`src/logic/hulr_defs.svh`:
```
// Offsets, field positions, reset values and timing counts of the host serial port registers
// How it works
// - Divisor access select high maps offsets 0 and 1 onto the divisor bytes.
// - Break control forces the transmit line to space; receive logic unaffected.
// - Fixed parity sends and checks 0 when even select set, else 1.
// - Normal parity makes data plus parity ones even or odd per even select.
// - Parity enable adds a parity bit between last data bit and stop.
// - Stop select gives one or two stop bits; receiver checks only the first.
// - Length code 10 gives 7 data bits, 11 gives 8 data bits.
// - Loopback returns transmitted characters into the receive buffer internally.
// - Loopback feeds modem status from terminal-ready, request-to-send and user outputs.
// - User output two enables the host interrupt driver, else it floats.
// - Control bits 1 and 0 switch request-to-send and terminal-ready outputs; loopback holds both outputs low.
// - FIFO error flag holds while any queued character is bad, then until the next status read; reads 0 without FIFO.
// - Transmitter idle only when holding buffer and shifter are both empty.
// - Holding empty sets when buffer drains to shifter, clears on host write.
// - Break flag sets after space longer than two characters plus three bits.
// - Framing fault sets on a space first stop bit, shown with its character.
// - Parity fault sets on failed parity check, shown with its character.
// - Overrun sets when a character arrives with no room left.
// - Data ready sets when a character is buffered, clears on buffer read.
// - Change bits set on input change, clear on status read or reset.
// - Ring change bit sets only on a one to zero transition.
// - Characters go least significant bit first on the line.
// - FIFO control bits act only with enable bit one; zero clears both FIFOs.
// - Trigger code selects receive threshold of 1, 4, 8 or 14 bytes.
`ifndef HULR_DEFS_SVH
`define HULR_DEFS_SVH

// ********************
// Register offsets
// ********************
`define HULR_OFS_DATA 3'h0
`define HULR_OFS_IER  3'h1
`define HULR_OFS_FCR  3'h2
`define HULR_OFS_LCR  3'h3
`define HULR_OFS_MCR  3'h4
`define HULR_OFS_LSR  3'h5
`define HULR_OFS_MSR  3'h6
`define HULR_OFS_SCR  3'h7

// ********************
// Field positions
// ********************
`define HULR_LCR_DIVISOR_ACCESS_SELECT   7
`define HULR_LCR_BREAK  6
`define HULR_LCR_FIXED  5
`define HULR_LCR_EVEN   4
`define HULR_LCR_PAR    3
`define HULR_LCR_STOP   2
`define HULR_MCR_LOOP   4
`define HULR_MCR_USER_OUTPUT_TWO   3
`define HULR_MCR_USER_OUTPUT_ONE   2
`define HULR_MCR_RTS    1
`define HULR_MCR_DTR    0

// ********************
// Reset values and timing
// ********************
`define HULR_DIV_RESET  16'h000C
`define HULR_CLK_HZ     25000000
`define HULR_REF_HZ     1843200
`define HULR_CLK_STEP   (`HULR_CLK_HZ / 100)
`define HULR_REF_STEP   (`HULR_REF_HZ / 100)
`define HULR_BIT_LAST   15
`define HULR_BIT_MID    7
`define HULR_STOP1_LAST 15
`define HULR_STOP2_LAST 31
`define HULR_BRK_EXTRA  48
`define HULR_TRIG0      1
`define HULR_TRIG1      4
`define HULR_TRIG2      8
`define HULR_TRIG3      14

`endif

```
`src/logic/hulr_pkg.sv`:
```
// Types shared by the host serial port logic
package hulr_pkg;
  typedef enum logic [4:0] {
    HULR_TX_IDLE  = 5'b00001,
    HULR_TX_START = 5'b00010,
    HULR_TX_DATA  = 5'b00100,
    HULR_TX_PAR   = 5'b01000,
    HULR_TX_STOP  = 5'b10000
  } hulr_tx_e;
  typedef enum logic [4:0] {
    HULR_RX_IDLE  = 5'b00001,
    HULR_RX_START = 5'b00010,
    HULR_RX_DATA  = 5'b00100,
    HULR_RX_PAR   = 5'b01000,
    HULR_RX_STOP  = 5'b10000
  } hulr_rx_e;
endpackage : hulr_pkg

```
`src/logic/hulr_top.sv`:
```
// Host serial port: register set, FIFOs, transmitter, receiver and modem status
//
// The address-and-strobe port is this design's own decision.
`timescale 1ns/1ns
`include "hulr_defs.svh"
module hulr_top
  import hulr_pkg::*;
#(
  parameter int          DEPTH     = 16,
  parameter logic [15:0] DIV_RESET = `HULR_DIV_RESET
) (
  input  wire logic       clk_i,
  input  wire logic       rst_i,
  input  wire logic [2:0] addr_i,
  input  wire logic [7:0] wdata_i,
  input  wire logic       we_i,
  input  wire logic       re_i,
  output logic      [7:0] rdata_o,
  input  wire logic       rx_i,
  output logic            tx_o,
  input  wire logic       cts_i,
  input  wire logic       dsr_i,
  input  wire logic       ri_i,
  input  wire logic       dcd_i,
  output logic            rts_o,
  output logic            dtr_o,
  output logic            host_int_o,
  output logic            host_int_oe_o
);
  localparam int AW = $clog2(DEPTH);
  localparam logic [AW:0] FULL = (AW+1)'(DEPTH);

  typedef struct packed {
    logic [7:0]              line_format_control;
    logic [4:0]              modem_output_control;
    logic [3:0]              ier;
    logic [7:0]              host_scratchpad;
    logic [15:0]             div;
    logic                    fen;
    logic [1:0]              trig;
    logic [17:0]             acc;
    logic [15:0]             dcnt;
    logic [DEPTH-1:0][10:0]  rxm;
    logic [AW-1:0]           rrd;
    logic [AW-1:0]           rwr;
    logic [AW:0]             rcnt;
    logic [DEPTH-1:0][7:0]   txm;
    logic [AW-1:0]           trd;
    logic [AW-1:0]           twr;
    logic [AW:0]             tcnt;
    hulr_tx_e                ts;
    logic [7:0]              tsh;
    logic                    tpar;
    logic [4:0]              tt;
    logic [2:0]              tb;
    logic                    tline;
    hulr_rx_e                rs;
    logic [3:0]              rt;
    logic [2:0]              rb;
    logic [7:0]              rsh;
    logic                    rpar;
    logic                    rperr;
    logic [9:0]              bcnt;
    logic                    bi;
    logic                    fe;
    logic                    pe;
    logic                    oe;
    logic                    ferr;
    logic                    shown;
    logic [3:0]              mprev;
    logic [3:0]              mdelta;
    logic [1:0]              rxs;
    logic [3:0]              ms1;
    logic [3:0]              ms2;
    logic [7:0]              rdata;
    logic                    txo;
    logic                    rts;
    logic                    dtr;
    logic                    host_interrupt_out;
  } hulr_state_s;

  hulr_state_s      r;
  hulr_state_s      n;
  logic             tick;
  logic             rtick;
  logic [18:0]      asum;
  logic [3:0]       nb;
  logic [3:0]       cbits;
  logic [4:0]       stop_last;
  logic [9:0]       bthr;
  logic             rin;
  logic [3:0]       mst;
  logic [7:0]       rdat;
  logic [7:0]       dmask;
  logic [7:0]       rword;
  logic [10:0]      rchar;
  logic             push;
  logic             divisor_access_select;
  logic             rd_rbr;
  logic             rd_lsr;
  logic             rd_msr;
  logic             wr_thr;
  logic [AW:0]      rlim;
  logic [AW:0]      tlevel;
  logic [DEPTH-1:0] qerr;
  logic [7:0]       line_state;
  logic [2:0]       iid;
  logic             pls;
  logic             prx;
  logic             ptx;
  logic             pms;

  // ********************
  // Queued error scan
  // ********************
  for (genvar i = 0; i < DEPTH; i++) begin : g_qerr
    assign qerr[i] = ({1'b0, AW'(AW'(i) - r.rrd)} < r.rcnt) && (|r.rxm[i][10:8]);
  end

  assign divisor_access_select   = r.line_format_control[`HULR_LCR_DIVISOR_ACCESS_SELECT];
  assign rd_rbr = re_i && addr_i == `HULR_OFS_DATA && !divisor_access_select;
  assign wr_thr = we_i && addr_i == `HULR_OFS_DATA && !divisor_access_select;
  assign rd_lsr = re_i && addr_i == `HULR_OFS_LSR;
  assign rd_msr = re_i && addr_i == `HULR_OFS_MSR;
  assign rin    = r.modem_output_control[`HULR_MCR_LOOP] ? r.tline : r.rxs[1];
  assign mst    = r.modem_output_control[`HULR_MCR_LOOP] ? {r.modem_output_control[`HULR_MCR_USER_OUTPUT_TWO], r.modem_output_control[`HULR_MCR_USER_OUTPUT_ONE],
                  r.modem_output_control[`HULR_MCR_DTR], r.modem_output_control[`HULR_MCR_RTS]} : r.ms2;
  assign nb     = (r.line_format_control[1] & r.line_format_control[0]) ? 4'h8 : 4'h7;
  assign cbits  = 4'h1 + nb + {3'h0, r.line_format_control[`HULR_LCR_PAR]} + (r.line_format_control[`HULR_LCR_STOP] ? 4'h2 : 4'h1);
  assign bthr   = 10'({cbits, 5'h00}) + 10'(`HULR_BRK_EXTRA);
  assign stop_last = r.line_format_control[`HULR_LCR_STOP] ? 5'(`HULR_STOP2_LAST) : 5'(`HULR_STOP1_LAST);
  assign dmask  = (nb == 4'h8) ? 8'hFF : 8'h7F;
  assign rword  = (nb == 4'h8) ? r.rsh : {1'b0, r.rsh[7:1]};
  assign rlim   = r.fen ? FULL : (AW+1)'(1);
  assign line_state    = {r.ferr & r.fen, (r.tcnt == '0) && (r.ts == HULR_TX_IDLE), r.tcnt == '0,
                   r.bi, r.fe, r.pe, r.oe, r.rcnt != '0};

  always_comb begin
    case (r.trig)
      2'h0:    tlevel = (AW+1)'(`HULR_TRIG0);
      2'h1:    tlevel = (AW+1)'(`HULR_TRIG1);
      2'h2:    tlevel = (AW+1)'(`HULR_TRIG2);
      default: tlevel = (AW+1)'(`HULR_TRIG3);
    endcase
  end

  assign pls = r.ier[2] & (r.oe | r.pe | r.fe | r.bi);
  assign prx = r.ier[0] & (r.fen ? (r.rcnt >= tlevel) : (r.rcnt != '0));
  assign ptx = r.ier[1] & line_state[5];
  assign pms = r.ier[3] & (|r.mdelta);
  assign iid = pls ? 3'h3 : prx ? 3'h2 : ptx ? 3'h1 : 3'h0;

  always_comb begin
    n     = r;
    tick  = 1'b0;
    rtick = 1'b0;
    push  = 1'b0;
    rchar = '0;
    rdat  = 8'h00;
    // ********************
    // Baud generation
    // ********************
    // Fractional accumulator models the reference clock from the system clock
    asum = {1'b0, r.acc} + 19'(`HULR_REF_STEP);
    if (asum >= 19'(`HULR_CLK_STEP)) begin
      n.acc = 18'(asum - 19'(`HULR_CLK_STEP));
      rtick = 1'b1;
    end else begin
      n.acc = asum[17:0];
    end
    // Divisor of zero behaves as one
    if (rtick) begin
      if (r.dcnt + 16'h0001 >= r.div) begin
        n.dcnt = '0;
        tick   = 1'b1;
      end else begin
        n.dcnt = r.dcnt + 16'h0001;
      end
    end
    n.rxs = {r.rxs[0], rx_i};
    n.ms1 = {dcd_i, ri_i, dsr_i, cts_i};
    n.ms2 = r.ms1;
    // ********************
    // Transmitter
    // ********************
    if (tick) begin
      case (r.ts)
        HULR_TX_IDLE: begin
          if (r.tcnt != '0) begin
            n.tsh  = r.txm[r.trd] & dmask;
            n.tpar = r.line_format_control[`HULR_LCR_FIXED] ? ~r.line_format_control[`HULR_LCR_EVEN] :
                     (r.line_format_control[`HULR_LCR_EVEN] ? ^(r.txm[r.trd] & dmask) : ~^(r.txm[r.trd] & dmask));
            n.trd   = r.trd + 1'b1;
            n.tcnt  = r.tcnt - 1'b1;
            n.ts    = HULR_TX_START;
            n.tt    = '0;
            n.tline = 1'b0;
          end
        end
        HULR_TX_START: begin
          n.tt = r.tt + 5'h01;
          if (r.tt == 5'(`HULR_BIT_LAST)) begin
            n.ts    = HULR_TX_DATA;
            n.tt    = '0;
            n.tb    = '0;
            n.tline = r.tsh[0];
          end
        end
        HULR_TX_DATA: begin
          n.tt = r.tt + 5'h01;
          if (r.tt == 5'(`HULR_BIT_LAST)) begin
            n.tt = '0;
            if ({1'b0, r.tb} == nb - 4'h1) begin
              n.ts    = r.line_format_control[`HULR_LCR_PAR] ? HULR_TX_PAR : HULR_TX_STOP;
              n.tline = r.line_format_control[`HULR_LCR_PAR] ? r.tpar : 1'b1;
            end else begin
              n.tb    = r.tb + 3'h1;
              n.tsh   = {1'b0, r.tsh[7:1]};
              n.tline = r.tsh[1];
            end
          end
        end
        HULR_TX_PAR: begin
          n.tt = r.tt + 5'h01;
          if (r.tt == 5'(`HULR_BIT_LAST)) begin
            n.ts    = HULR_TX_STOP;
            n.tt    = '0;
            n.tline = 1'b1;
          end
        end
        HULR_TX_STOP: begin
          n.tt = r.tt + 5'h01;
          if (r.tt == stop_last) begin
            n.ts = HULR_TX_IDLE;
          end
        end
        default: begin
          n.ts    = HULR_TX_IDLE;
          n.tline = 1'b1;
        end
      endcase
    end
    // ********************
    // Receiver
    // ********************
    if (tick) begin
      case (r.rs)
        HULR_RX_IDLE: begin
          if (!rin) begin
            n.rs = HULR_RX_START;
            n.rt = '0;
          end
        end
        HULR_RX_START: begin
          n.rt = r.rt + 4'h1;
          // Glitch shorter than half a bit is not a start
          if (r.rt == 4'(`HULR_BIT_MID)) begin
            n.rs    = rin ? HULR_RX_IDLE : HULR_RX_DATA;
            n.rt    = '0;
            n.rb    = '0;
            n.rpar  = 1'b0;
            n.rperr = 1'b0;
          end
        end
        HULR_RX_DATA: begin
          n.rt = r.rt + 4'h1;
          if (r.rt == 4'(`HULR_BIT_LAST)) begin
            n.rsh  = {rin, r.rsh[7:1]};
            n.rpar = r.rpar ^ rin;
            if ({1'b0, r.rb} == nb - 4'h1) begin
              n.rs = r.line_format_control[`HULR_LCR_PAR] ? HULR_RX_PAR : HULR_RX_STOP;
            end else begin
              n.rb = r.rb + 3'h1;
            end
          end
        end
        HULR_RX_PAR: begin
          n.rt = r.rt + 4'h1;
          if (r.rt == 4'(`HULR_BIT_LAST)) begin
            n.rperr = r.line_format_control[`HULR_LCR_FIXED] ? (rin == r.line_format_control[`HULR_LCR_EVEN]) :
                      (r.line_format_control[`HULR_LCR_EVEN] ? (r.rpar ^ rin) : ~(r.rpar ^ rin));
            n.rs = HULR_RX_STOP;
          end
        end
        HULR_RX_STOP: begin
          n.rt = r.rt + 4'h1;
          if (r.rt == 4'(`HULR_BIT_LAST)) begin
            push  = 1'b1;
            rchar = {~rin & (rword == 8'h00), ~rin, r.rperr, rword};
            n.rs  = HULR_RX_IDLE;
          end
        end
        default: n.rs = HULR_RX_IDLE;
      endcase
      if (rin) begin
        n.bcnt = '0;
      end else if (r.bcnt != 10'h3FF) begin
        n.bcnt = r.bcnt + 10'h001;
      end
    end
    // ********************
    // Host reads
    // ********************
    if (rd_lsr) begin
      n.bi = 1'b0;
      n.fe = 1'b0;
      n.pe = 1'b0;
      n.oe = 1'b0;
    end
    if (rd_msr) begin
      n.mdelta = 4'h0;
    end
    // Each character reports its faults once when it becomes the buffer head
    if (r.rcnt != '0 && !r.shown) begin
      n.fe    = n.fe | r.rxm[r.rrd][9];
      n.pe    = n.pe | r.rxm[r.rrd][8];
      n.shown = 1'b1;
    end
    if (rd_rbr && r.rcnt != '0) begin
      n.rrd   = r.rrd + 1'b1;
      n.rcnt  = r.rcnt - 1'b1;
      n.shown = 1'b0;
    end
    if (push) begin
      if (n.rcnt >= rlim) begin
        n.oe = 1'b1;
        // Without FIFO the newest character replaces the unread one
        if (!r.fen) begin
          n.rxm[r.rrd] = rchar;
          n.shown      = 1'b0;
        end
      end else begin
        n.rxm[n.rwr] = rchar;
        n.rwr        = n.rwr + 1'b1;
        n.rcnt       = n.rcnt + 1'b1;
      end
    end
    if (tick && !rin && r.bcnt == bthr) begin
      n.bi = 1'b1;
    end
    n.mprev  = mst;
    n.mdelta = n.mdelta | {mst[3] ^ r.mprev[3], r.mprev[2] & ~mst[2],
                           mst[1] ^ r.mprev[1], mst[0] ^ r.mprev[0]};
    n.ferr = r.fen & ((|qerr) | (r.ferr & ~rd_lsr));
    // ********************
    // Host writes
    // ********************
    if (wr_thr && n.tcnt < rlim) begin
      n.txm[r.twr] = wdata_i;
      n.twr        = r.twr + 1'b1;
      n.tcnt       = n.tcnt + 1'b1;
    end
    if (we_i) begin
      case (addr_i)
        `HULR_OFS_DATA: if (divisor_access_select) n.div[7:0] = wdata_i;
        `HULR_OFS_IER: begin
          if (divisor_access_select) begin
            n.div[15:8] = wdata_i;
          end else begin
            n.ier = wdata_i[3:0];
          end
        end
        `HULR_OFS_FCR: begin
          n.fen = wdata_i[0];
          if (wdata_i[0]) begin
            n.trig = wdata_i[7:6];
          end
          if (!wdata_i[0] || !r.fen || wdata_i[1]) begin
            n.rrd  = '0;
            n.rwr  = '0;
            n.rcnt = '0;
            n.ferr = 1'b0;
          end
          if (!wdata_i[0] || !r.fen || wdata_i[2]) begin
            n.trd  = '0;
            n.twr  = '0;
            n.tcnt = '0;
          end
        end
        `HULR_OFS_LCR: n.line_format_control = wdata_i;
        `HULR_OFS_MCR: n.modem_output_control = wdata_i[4:0];
        `HULR_OFS_SCR: n.host_scratchpad = wdata_i;
        default: ;
      endcase
    end
    // ********************
    // Read data and outputs
    // ********************
    case (addr_i)
      `HULR_OFS_DATA: rdat = divisor_access_select ? r.div[7:0] : (r.rcnt != '0 ? r.rxm[r.rrd][7:0] : 8'h00);
      `HULR_OFS_IER:  rdat = divisor_access_select ? r.div[15:8] : {4'h0, r.ier};
      `HULR_OFS_FCR:  rdat = {r.fen, r.fen, 2'h0, iid, ~(pls | prx | ptx | pms)};
      `HULR_OFS_LCR:  rdat = r.line_format_control;
      `HULR_OFS_MCR:  rdat = {3'h0, r.modem_output_control};
      `HULR_OFS_LSR:  rdat = line_state;
      `HULR_OFS_MSR:  rdat = {mst, r.mdelta};
      default:        rdat = r.host_scratchpad;
    endcase
    n.rdata = re_i ? rdat : 8'h00;
    // Line held at mark toward the pins during loopback unless break is set
    n.txo  = ~n.line_format_control[`HULR_LCR_BREAK] & (n.modem_output_control[`HULR_MCR_LOOP] | n.tline);
    n.rts  = n.modem_output_control[`HULR_MCR_RTS] & ~n.modem_output_control[`HULR_MCR_LOOP];
    n.dtr  = n.modem_output_control[`HULR_MCR_DTR] & ~n.modem_output_control[`HULR_MCR_LOOP];
    n.host_interrupt_out = pls | prx | ptx | pms;
  end

  always_ff @(posedge clk_i) begin
    if (rst_i) begin
      r       <= '0;
      r.div   <= DIV_RESET;
      r.ts    <= HULR_TX_IDLE;
      r.rs    <= HULR_RX_IDLE;
      r.tline <= 1'b1;
      r.txo   <= 1'b1;
      r.rxs   <= 2'h3;
    end else begin
      r <= n;
    end
  end

  assign rdata_o       = r.rdata;
  assign tx_o          = r.txo;
  assign rts_o         = r.rts;
  assign dtr_o         = r.dtr;
  assign host_int_o    = r.host_interrupt_out;
  assign host_int_oe_o = r.modem_output_control[`HULR_MCR_USER_OUTPUT_TWO];
endmodule : hulr_top

```
`config.mk`:
```
export PLATFORM = sky130hd
export DESIGN_NAME = hulr_top
export DESIGN_NICKNAME = d
export VERILOG_FILES = /design/src/logic/hulr_pkg.sv /design/src/logic/hulr_top.sv
export VERILOG_INCLUDE_DIRS = /design/src /design/src/logic
export SDC_FILE = /design/constraint.sdc
export NUM_CORES = 1
export LEC_CHECK = 0
export ABC_AREA = 1
export ABC_CLOCK_PERIOD_IN_PS = 5850
export BUFFER_PORTS_ARGS = -buffer_cell sky130_fd_sc_hd__clkbuf_2
export CORE_MARGIN = 10
export CORE_UTILIZATION = 60
export CTS_BUF_LIST = sky130_fd_sc_hd__clkbuf_4
export DETAILED_ROUTE_END_ITERATION = 8
export GPL_TIMING_DRIVEN = 0
export PLACE_DENSITY = 0.76
export SLEW_MARGIN = 20
export SYNTH_ARGS = -nofsm -noshare
export SYNTH_HDL_FRONTEND = slang
export SYNTH_SLANG_ARGS = --single-unit
```
`constraint.sdc`:
```
create_clock -name clk_i -period 5.85 [get_ports clk_i]
set_input_delay 1.755 -clock clk_i [delete_from_list [all_inputs] [get_ports clk_i]]
set_output_delay 1.755 -clock clk_i [all_outputs]
set_load 0.05 [all_outputs]
```
# == Yosys cells after proc, flatten, opt, wreduce, memory -nomap -nowiden ==
# Index checks and enable logic that the tools add are counted.
# classes
n_reduce_logical,96
n_bitwise,39
magnitude_cmp,28
eq_ne,44
add_sub_neg,37
muxes,129
# op_table
operator,n
bitwise mux 176 bit,2
2-to-1 mux 176 bit,2
bitwise mux 128 bit,1
2-to-1 mux 8 bit,13
2-to-1 mux 13 bit,7
demux 11 bit (select 4 bit),2
< comparator 4 x 5 -> 1 bit,16
2-to-1 mux 5 bit,15
case mux 5 bit (5 select lines),3
case mux 8 bit (7 select lines),1
2-to-1 mux 11 bit,5
2-to-1 mux 9 bit,6
OR reduction 3 bit,17
binary-select mux 11 bit (select 4 bit),1
2-to-1 mux 43 bit,1
2-to-1 mux 4 bit,10
binary-select mux 8 bit (select 4 bit),1
demux 8 bit (select 4 bit),1
"subtractor 4 bit, first input constant",8
logical AND 1 bit,31
2-to-1 mux 1 bit,30
2-to-1 mux 10 bit,3
2-to-1 mux 28 bit,1
"inequality test 2 bit, second input constant",14
other kinds (77),182
# totals
input_bits,20
regBits,499

# == Longest topological paths before layout ==
# depth
depth_word,17
depth_mapped,27

# == Least setup slack after synthesis ==
# Ideal clock, no wire load.
# synth_path
path_type,reg-to-reg
from,register r[421] (netlist bit)
to,register r[105] (netlist bit)
setup_slack_ns,1.436
setup_time_ns,0.113
synth_period_minus_slack_ns,4.414
arrival_ns,4.301
path_stages_with_launch,24
path_cell_list,dfxtp_1 ha_1 nand3_1 nor3_1 nand3_1 nor3b_1 nand3_1 nor2_1 xor2_1 ha_1 nand2_1 nor4_1 nand2_1 nand3_1 nand3_1 nand2_1 inv_1 ha_1 nor3_1 clkbuf_1 nand3_2 buf_2 nor2_1 nor2_1
# synth_via
elab_chain_len,7
# synth_lines
item,line_no,rtl
"start, declared",hulr_top.sv:82,hulr_state_s r;
"start signal, assigned",hulr_top.sv:417,r <= n;
adder 16 x 1 -> 16 bit,hulr_top.sv:173,if (r.dcnt + 16'h0001 >= r.div) begin
>= comparator 16 bit,hulr_top.sv:173,
2-to-1 mux 1 bit,hulr_top.sv:173,
2-to-1 mux 1 bit,hulr_top.sv:172,if (rtick) begin
2-to-1 mux 28 bit,hulr_top.sv:186,if (tick) begin
< comparator 5 bit,hulr_top.sv:348,if (wr_thr && n.tcnt < rlim) begin
logical AND 1 bit,hulr_top.sv:348,
# No other way between the ends.
# A chain may end at the register's enable or synchronous reset.

# == Worst setup path in the final report ==
# layout_path
from,register r[421] (netlist bit)
to,register r[358] (netlist bit)
# layout_via
elab_chain_len,8
# layout_lines
item,line_no,rtl
adder 16 x 1 -> 16 bit (*),hulr_top.sv:173,
>= comparator 16 bit (*),hulr_top.sv:173,
2-to-1 mux 1 bit (*),hulr_top.sv:173,
2-to-1 mux 1 bit (*),hulr_top.sv:172,
2-to-1 mux 11 bit,hulr_top.sv:246,if (tick) begin
bitwise mux 176 bit,hulr_top.sv:329,n.rxm[r.rrd] = rchar;
2-to-1 mux 176 bit,hulr_top.sv:328,if (!r.fen) begin
2-to-1 mux 176 bit,hulr_top.sv:325,if (n.rcnt >= rlim) begin
# Every way passes the cells marked *; elsewhere a longest branch is shown, timed or not. The select of a mux whose other input is x is not followed.

==> qor.txt <==
Run status - finished clean
Final-report hold violation count - 0
Final Instance Area - 29340 µm²
Syn_area_per_cell - 6.595 µm²
Gate Count Post-Synth - 4033
Fillers - 4137
Final worst slack - 0.5972 ns
Mux cell area share after synthesis - 0.07527%
Switch share - 25.12%
IO Pins - 33
TritonCTS buffer count - 137
Clock Tree Buf Depth - 3
Internal power - 5.385 mW
Final setup TNS - 0 ns
Busiest layer in global routing - met2
Wirelength, routed - 86.63 mm
Row count - 77
Clock insertion delay at the later pin of the skew report - 1.02 ns
Die Footprint - 53150 µm²
Tcrit/Tclk final - 89.79%
H-Tree Depth - 4
Synth top cells by count - 913 x nand2_1, 873 x nor2_1, 495 x dfxtp_1
M3 GR Usage - 6.819%
DR vias - 27.28k
Final setup fails - 0
Nets - 4321
Crit path to - r[358]$_SDFFE_PP0P_
Max-cap violation count - 0
Synth Register Bits - 495
Psw - 1.807 mW
Placer Congestion - 1.006
Largest family of logic cells by synthesized area - simple AND/OR/NAND/NOR gates
Clk sinks - 495
Post-synthesis adder-cell area fraction - 4.714%
Grt total ovfl - 0
Part of the power in combinational logic - 4.9%
Post-synthesis xor/xnor area fraction - 1.576%
Critical Path Source - r[421]$_SDFFE_PP0N_
Layout cells sized above 1 - 9.152%
Drt initial violations - 3286
Synth Area in Simple Gates - 33.11%
Synth-to-Final Area Change - 10.32%
Vias per Instance - 5.578
YS warnings - 0
Fmax - 190.4 MHz
RR Endpoint - r[358]$_SDFFE_PP0P_
Reg2reg start - r[421]$_SDFFE_PP0N_
Initial antenna violation count - 2
CTS Root Cell - clkbuf_4
Placeable core area - 44030 µm²
Synth top area cells - dfxtp_1 37%, nand2_1 13%, nor2_1 12%
Leak Pwr - 13.08 nW
Critical Path Source Type - flip-flop
Pre-CTS WS - 0.3574 ns
Register area share after synthesis - 37.26%
First-pass GRT wire length - 134.4 mm
Final ANT Viol Nets - 0
Synthesized cell area - 26600 µm²
Peak supply drop - 0.0002014 V
Sequential power share - 47.4%
Remaining DRCs - 0
Unique masters post-synth - 58
Critical path peak fanout - 10
CTS tree - done
Reg2Reg Setup Slack - 0.60 ns
Final Skew - 0.05384 ns
Setup CP Type - flip-flop to flip-flop
Starting Density - 60.41%
Routed len/inst - 17.72 µm
Async set or reset register ratio after synthesis - 0%
Post-synth top area share - 37.26%
Die Wd - 230.5 µm
Pwr Density - 245.1 nW/µm²
GRT met1 Usage - 40.77%
Post-DP Area - 27490 µm²
Hold Buf Count CTS - 0
Power Total - 7.192 mW
Compound-Gate Fraction of Synth Area - 13.53%
Top-count cell post-synth - nand2_1
Fin. max-slew vios - 0
Worst Hold Class - flip-flop to flip-flop
Crit. End Element - flip-flop
Vias in the first global route - 24.60k
Synth area leader - dfxtp_1
Relative slew slack - 25.19%
Syn nets - 4152
EDFF count, synth - 0
Fin crit period - 5.253 ns
Die height - 230.5 µm
Overall routing resource usage - 31.72%
Worst-path clk slew - 0.06 ns
Arr. time, crit path - 6.16 ns
HPWL after DPL - 62.60 mm
Worst r2r path cells - 24
Grt met2 use - 49.76%
Top FF cell, synth - dfxtp_1
Drt pass-1 iters - 6
Clock share of power - 47.6%
RSZ-0062 raised after global routing - false
Largest net degree at the start of global routing - 18
Worst Path Required - 6.76 ns
Buffer count from post-CTS setup fixing - 0
Tightest Pin Transition - 1.115 ns
IO buf count - 30
how the worst min path moves through the flow:
stage	start	endpoint	slack [ns]	cells after the start
global route	n[14]$_SDFF_PP0_	r[14]$_SDFF_PP0_	0.43	2
finish	n[13]$_SDFF_PP0_	r[13]$_SDFF_PP0_	0.40	2
global placement	n[21]$_SDFF_PP1_	r[21]$_SDFF_PP1_	0.39	1
floorplan	n[12]$_SDFF_PP0_	r[12]$_SDFF_PP0_	0.39	2
CTS	n[13]$_SDFF_PP0_	r[13]$_SDFF_PP0_	0.40	2
detailed placement	n[15]$_SDFF_PP0_	r[15]$_SDFF_PP0_	0.40	2
registers in the layout, indices dropped and copies added, names as in the netlist:
signal and cells:
tx_o 1, dtr_o 1, rts_o 1, r 472, n 5, divisor_access_select 1
rdata_o 8, host_int_oe_o 1, host_int_o 1, line_state 4
power groups by stage:
stage / clock network (mW) / logic, mW / registers (mW)
2_1_floorplan: 0 / 0.223 / 3.48
3_3_place_gp: 0 / 0.341 / 3.48
3_5_place_dp: 0 / 0.344 / 3.48
4_1_cts: 3.45 / 0.345 / 3.41
5_1_grt: 3.64 / 0.386 / 3.41
6_report: 3.43 / 0.355 / 3.41
cell families (layout without fill, tap and decap cells):
| family | after synthesis | after routing |
|---|---|---|
| other | 0 | 4 |
| adders and majority gates | 99 | 99 |
| muxes | 2 | 2 |
| and+or+nand+nor | 2135 | 2135 |
| AOI/OAI and AO/OA | 629 | 629 |
| buffers and inverters | 626 | 887 |
| DFF | 495 | 495 |
| xor gates and xnor gates | 47 | 47 |
metrics by stage:
step | hold slack (ns) | cells | util [%]
floorplan | 0.3883 | 4033 | -
detailed placement | 0.3985 | 4655 | 62.43
finish | 0.3964 | 4890 | 66.64
global placement | 0.3910 | 4655 | 62.43
global route | 0.4251 | 4890 | 66.64
CTS | 0.4021 | 4886 | 66.59
layout make-up:
| type | instances | area (µm²) | area share [%] |
|---|---|---|---|
| Sequential cell | 495 | 9910 | 33.77 |
| Clock buffer | 199 | 1494 | 5.091 |
| Tap cell | 592 | 740.7 | 2.524 |
| Multi-Input combinational cell | 2912 | 14110 | 48.08 |
| Timing Repair Buffer | 30 | 150.1 | 0.5117 |
| Inverter | 404 | 1516 | 5.168 |
| Buffer | 222 | 1075 | 3.663 |
| Antenna cell | 4 | 10.01 | 0.03411 |
| Clock inverter | 32 | 337.8 | 1.151 |
metal layers:
metal	vias to the layer above	part of all wire [%]
li1	13290	-
met2	1492	44
met5	-	0
met1	12240	41
met3	261	10
met4	0	4.1
timing repair:
item,in CTS,in global routing
setup endpoints to repair,0,92
gates resized for setup,0,6
hold endpoints to repair,0,0
cell usage in the layout, fill, tap and decap left out, types with 16 or more instances in the layout:
master	n
a21oi_1	195
buf_1	26
buf_2	34
buf_4	46
clkbuf_1	110
clkbuf_2	33
clkbuf_4	199
clkinv_1	21
dfxtp_1	495
ha_1	97
inv_1	389
nand2_1	913
nand3_1	192
nand4_1	23
nor2_1	873
nor3_1	50
o211ai_1	35
o21ai_0	258
o221ai_1	16
o22ai_1	39
xor2_1	40
critical path: stages (launching register included):
cell and delay [ns]:
dfxtp_1 0.40, ha_1 0.21, nand3_1 0.12, nor3_1 0.27, nand3_1 0.17, nor3b_1 0.33
nand3_1 0.18, nor2_1 0.14, xor2_1 0.10, ha_1 0.28, nand2_1 0.08, nor4_1 0.42
nand2_1 0.13, nand3_2 0.23, nand2_2 0.10, buf_4 0.20, inv_2 0.13, nand3_1 0.31
inv_2 0.25, buf_4 0.23, nand2_1 0.27, buf_2 0.32, nand2_1 0.10, nand2_1 0.05
nor2_1 0.12
Power figures use the tool's default switching activity.
